--- src/hw/sasr_pkg.sv ---
package sasr_pkg;
	localparam int SASR_RES_W = 16;
	localparam int SASR_LEAD_EDGES = 5;
	localparam int SASR_EDGE_CNT_W = 5;
	localparam logic [15:0] SASR_CODE_MAX = 16'h7FFF;
	localparam logic [15:0] SASR_CODE_MIN = 16'h8000;
	localparam int SASR_SAMPLE_W = 18;
	localparam int SASR_CONV_CYCLES = 16;
	localparam logic [4:0] SASR_CONV_CNT_W1 = 5'h10;

	typedef enum {SASR_IDLE, SASR_CONVERT, SASR_SHIFT} sasr_state_e;

	typedef struct packed {
		logic data;
		logic oe_n;
	} sasr_dout_s;
endpackage

--- src/hw/sasr_readout.sv ---
`timescale 1ns/1ps
// Operation
// - Result is 16-bit two's complement word
// - Overrange input saturates to 7FFF
// - Underrange input saturates to 8000
// - Power down automatically after each conversion
// - Select falling edge starts conversion and transfer
// - After fifth falling edge drive output low
// - Then result bits MSB first per edge
// - Each bit valid across next both edges
// - Select high keeps output high impedance
module sasr_readout
	import sasr_pkg::*;
(
	input wire logic CLOCK,
	input wire logic SRST,
	input wire logic CS_N,
	input wire logic SERIAL_SHIFT_CLOCK,
	input wire logic signed [SASR_SAMPLE_W-1:0] ANALOG_SAMPLE,
	output logic DOUT,
	output logic DOUT_OE_N,
	output logic POWERED_UP,
	output logic CONV_BUSY
);
	// Three-stage synchronisers; the first stage feeds only the second
	logic [2:0] cs_sync_reg;
	logic [2:0] sck_sync_reg;
	logic cs_level_reg;
	logic sck_level_reg;
	sasr_state_e state_reg;
	logic [SASR_EDGE_CNT_W-1:0] edge_cnt_reg;
	logic [4:0] conv_cnt_reg;
	logic [SASR_RES_W-1:0] result_reg;
	logic [SASR_RES_W-1:0] shift_reg;
	sasr_dout_s dout_reg;

	always_ff @(posedge CLOCK) begin
		if (SRST) begin
			cs_sync_reg <= 3'h7;
			sck_sync_reg <= 3'h0;
		end else begin
			cs_sync_reg <= {cs_sync_reg[1:0], CS_N};
			sck_sync_reg <= {sck_sync_reg[1:0], SERIAL_SHIFT_CLOCK};
		end
	end

	// A change counts only once stages two and three agree
	wire cs_agree = (cs_sync_reg[1] == cs_sync_reg[2]);
	wire sck_agree = (sck_sync_reg[1] == sck_sync_reg[2]);
	wire cs_level_next = cs_agree ? cs_sync_reg[2] : cs_level_reg;
	wire sck_level_next = sck_agree ? sck_sync_reg[2] : sck_level_reg;
	wire cs_fall = cs_level_reg & ~cs_level_next;
	wire cs_high = cs_level_next;
	wire sck_fall = sck_level_reg & ~sck_level_next;

	// Saturating clamp of the signed sample into 16 bits
	function automatic logic [SASR_RES_W-1:0] sasr_clamp(input logic signed [SASR_SAMPLE_W-1:0] s);
		logic signed [SASR_SAMPLE_W-1:0] hi;
		logic signed [SASR_SAMPLE_W-1:0] lo;
		hi = SASR_SAMPLE_W'(signed'({1'b0, SASR_CODE_MAX}));
		lo = -hi - SASR_SAMPLE_W'(1);
		if (s > hi)
			return SASR_CODE_MAX;
		else if (s < lo)
			return SASR_CODE_MIN;
		else
			return s[SASR_RES_W-1:0];
	endfunction

	wire [SASR_RES_W-1:0] clamped = sasr_clamp(ANALOG_SAMPLE);
	wire conv_done = (state_reg == SASR_CONVERT) && (conv_cnt_reg == SASR_CONV_CNT_W1 - 5'h01);
	wire lead_done = (edge_cnt_reg == SASR_EDGE_CNT_W'(SASR_LEAD_EDGES));

	always_ff @(posedge CLOCK) begin
		if (SRST) begin
			cs_level_reg <= 1'b1;
			sck_level_reg <= 1'b0;
		end else begin
			cs_level_reg <= cs_level_next;
			sck_level_reg <= sck_level_next;
		end
	end

	// Conversion timing is internal and independent of the shift clock
	always_ff @(posedge CLOCK) begin
		if (SRST) begin
			state_reg <= SASR_IDLE;
			conv_cnt_reg <= 5'h00;
			result_reg <= 16'h0000;
		end else if (cs_fall) begin
			state_reg <= SASR_CONVERT;
			conv_cnt_reg <= 5'h00;
			result_reg <= clamped;
		end else if (conv_done) begin
			state_reg <= SASR_IDLE;
		end else if (state_reg == SASR_CONVERT) begin
			conv_cnt_reg <= conv_cnt_reg + 5'h01;
		end
	end

	always_ff @(posedge CLOCK) begin
		if (SRST || cs_high) begin
			edge_cnt_reg <= '0;
			shift_reg <= 16'h0000;
			dout_reg <= '{data: 1'b0, oe_n: 1'b1};
		end else if (cs_fall) begin
			edge_cnt_reg <= '0;
			dout_reg <= '{data: 1'b0, oe_n: 1'b1};
		end else if (sck_fall) begin
			if (!lead_done)
				edge_cnt_reg <= edge_cnt_reg + SASR_EDGE_CNT_W'(1);
			if (edge_cnt_reg == SASR_EDGE_CNT_W'(SASR_LEAD_EDGES - 1)) begin
				dout_reg <= '{data: 1'b0, oe_n: 1'b0};
				shift_reg <= result_reg;
			end else if (lead_done) begin
				// Bit stays until the next falling edge
				dout_reg.data <= shift_reg[SASR_RES_W-1];
				shift_reg <= {shift_reg[SASR_RES_W-2:0], 1'b0};
			end
		end
	end

	assign DOUT = dout_reg.data;
	assign DOUT_OE_N = dout_reg.oe_n;
	assign CONV_BUSY = (state_reg == SASR_CONVERT);
	assign POWERED_UP = (state_reg == SASR_CONVERT);
endmodule
--- config.mk ---
export PLATFORM = sky130hd
export DESIGN_NAME = sasr_readout
export DESIGN_NICKNAME = d
export VERILOG_FILES = /design/src/hw/sasr_pkg.sv /design/src/hw/sasr_readout.sv
export SDC_FILE = /design/constraint.sdc
export NUM_CORES = 1
export LEC_CHECK = 0
export BUFFER_PORTS_ARGS = -buffer_cell sky130_fd_sc_hd__clkbuf_2
export CELL_PAD_IN_SITES_DETAIL_PLACEMENT = 0
export CELL_PAD_IN_SITES_GLOBAL_PLACEMENT = 2
export CORE_UTILIZATION = 29
export CTS_BUF_LIST = sky130_fd_sc_hd__clkbuf_8 sky130_fd_sc_hd__clkbuf_16
export DETAILED_ROUTE_END_ITERATION = 6
export PLACE_DENSITY = 0.62
export SYNTH_ARGS = -nofsm -noshare
export SYNTH_HDL_FRONTEND = slang
export SYNTH_SLANG_ARGS = --single-unit
export TNS_END_PERCENT = 30
--- constraint.sdc ---
create_clock -name CLOCK -period 3.2 [get_ports CLOCK]
set_input_delay 0.32 -clock CLOCK [delete_from_list [all_inputs] [get_ports CLOCK]]
set_output_delay 0.32 -clock CLOCK [all_outputs]
set_load 0.005 [all_outputs]
==> qor.yml <==
drt_pass1_iterations: 4
cts_resized: 0
setup_viol: 0
core_um2: 7730
yosys.area.top_type: "dfxtp_1"
grt_max_degree: 21
maxCapViolCount: 0
async_flop_share: 0
fin_nets: 275
synth_compound_area_frac: 0.231
layout-drive-gt1-share: 0.201
startpoint: "edge_cnt_reg[2]"
final_design_area_no_fill_um2: 2640
finalWorstSetupSlack_ns: 1.11
tns_ns: 0
clock.fmax_mhz: 478
critPathRequiredTime_ns: 3.35
start_util: 0.299
ys_ff_latch: 53
crit_path_max_incr_delay_ns: 0.83
cts_setup_buffers: 0
met3_usage: 0.0260
syn-num-nets: 259
busiest_layer: "met2"
grt_overflow: 0
portBuffers: 25
die_w_um: 91.3
hp-start: "CS_N"
cts_max_path_buffers: 2
cts_root_buffer: "clkbuf_8"
period_share: 0.654
syn_to_final_growth_pct: 14.1
yosys-mux-area-fraction: 0.0649
clk_transition_reported_paths_ns: 0.10
route.detailed.drc: 0
synth-main-ff-cell: "dfxtp_1"
status: "complete, no violations"
routed_wl_um: 5130
synthesis.instances: 232
peakVddDrop_mv: 0.293
synth.top_cells.by_area: "dfxtp_1 (46%), mux2i_1 (6.5%), a41oi_1 (5.7%)"
synthXorXnorAreaFrac: 0.00757
postSynthAreaPerCell_um2: 9.97
synthAdderAreaFrac: 0.0314
h-tree-depth: 2
cts_buffers: 5
yosys_warnings: 0
yosys.area_share.simple: 0.158
syn_area_um2: 2310
finalMaxSlewViolations: 0
cp.arrival_ns: 2.24
grt_pass1_wl_um: 9090
ios: 26
hold_path_class: "in2reg"
track_usage: 0.136
grt.met2_usage: 0.207
wl_per_cell_um: 14.6
gp_congestion: 0.728
rr_startpoint: "edge_cnt_reg[2]"
yosysUniqueCellTypes: 44
period_minus_slack_ns: 2.09
skew_ns: 0.00624
p_leak_nw: 0.830
crit_type: "reg2reg"
crit_chain: "or3b_4 -> nor4_4 -> a211oi_1"
synth_edf_count: 0
use_met1: 0.190
cts_sinks: 53
cts_tree: "built"
hpwl_um: 3380
ys_seq_area_frac: 0.459
rsz0062_at_grt: "no"
crit_family: "simple AND/OR/NAND/NOR gates"
pre_cts_slack_ns: 1.12
num_antenna_cells: 0
via_per_inst: 5.09
p_per_area_nw_per_um2: 444
relSlewSlack: 0.322
antenna_found_initial: 0
hold_viol_final: 0
dr_total_vias: 1785
ant_nets: 0
placed_cell_area_um2: 2530
startpoint_type: "flip-flop"
path_buf_inv: 0
clock_latency_ns: 0.31
synth_top_family_by_area: "compound AO/OA/AOI/OAI gates"
p_total_mw: 1.17
dieArea_um2: 8340
drt-initial-drc-count: 65
die_y_um: 91.3
worst_slew_pin_slew_ns: 1.01
grt_pass1_vias: 1817
cpMaxStageDelayCell: "nor4_4"
hold_buffers: 0
rows: 32
cp_max_fo: 15
yosysTopAreaCellShare: 0.459
end_kind: "flip-flop"
==> where the power goes <==
part	switching (mW)	total, mW	leakage [nW]	internal [mW]
Combinational	0.0204	0.0380	0.343	0.0176
Sequential	0.00263	0.666	0.428	0.663
Clock	0.234	0.469	0.0585	0.235
==> cells by family after synthesis <==
group / after synthesis
buf+inv: 23
simple gates: 62
xor+xnor: 2
fa+ha+maj: 6
mux: 15
flops: 53
compound gates: 71
==> cell usage in the layout (no fill, tap or decap), types with 5 or more instances in the layout <==
master,Yosys,layout
nand2_1,8,8
clkbuf_8,0,5
nor2_1,20,20
dfxtp_1,53,53
or2_2,5,5
mux2i_1,15,15
a21oi_1,13,13
clkbuf_2,0,25
ha_1,5,5
a211oi_1,16,16
o2bb2ai_1,14,14
a41oi_1,15,15
==> path summary, 6_finish.rpt <==
| path | slack (ns) | end | cells past startpoint |
|---|---|---|---|
| setup / recovery | 1.11 | shift_reg[7] | 3 |
| hold / removal | 0.19 | cs_sync_reg[0] | 2 |
| setup reg to reg | 1.11 | shift_reg[7] | 3 |
| hold reg to reg | 0.43 | cs_sync_reg[1] | 1 |
==> synth_stat cells (3+ instances only) <==
library cell,number
a211oi_1,16
a21oi_1,13
a41oi_1,15
buf_2,4
buf_4,3
clkbuf_1,11
dfxtp_1,53
ha_1,5
inv_1,4
mux2i_1,15
nand2_1,8
nor2_1,20
nor2b_1,4
o21ai_0,4
o2bb2ai_1,14
or2_2,5
or3_1,3
==> routing by layer <==
metal,up-vias,share of wire
met5,-,0
met4,0,0.018
met3,8,0.026
met2,28,0.43
met1,846,0.53
li1,903,-
==> cell type report <==
type / count / area [um^2]
Fill cell: 790 / 5090
Sequential cell: 53 / 1060
Timing Repair Buffer: 28 / 160
Clock inverter: 3 / 43.8
Tap cell: 102 / 128
Multi-Input combinational cell: 156 / 1160
Inverter: 4 / 15.0
Clock buffer: 5 / 68.8
==> per-stage QoR <==
| stage | util | hold slack [ns] | std cells |
|---|---|---|---|
| 6_report | 0.341 | 0.188 | 351 |
| 2_1_floorplan | - | 0.389 | 232 |
| 4_1_cts | 0.341 | 0.178 | 351 |
| 3_3_place_gp | 0.327 | 0.402 | 343 |
| 5_1_grt | 0.341 | 0.166 | 351 |
| 3_5_place_dp | 0.327 | 0.397 | 343 |
Note: power is estimated with default switching activity, not from simulation.
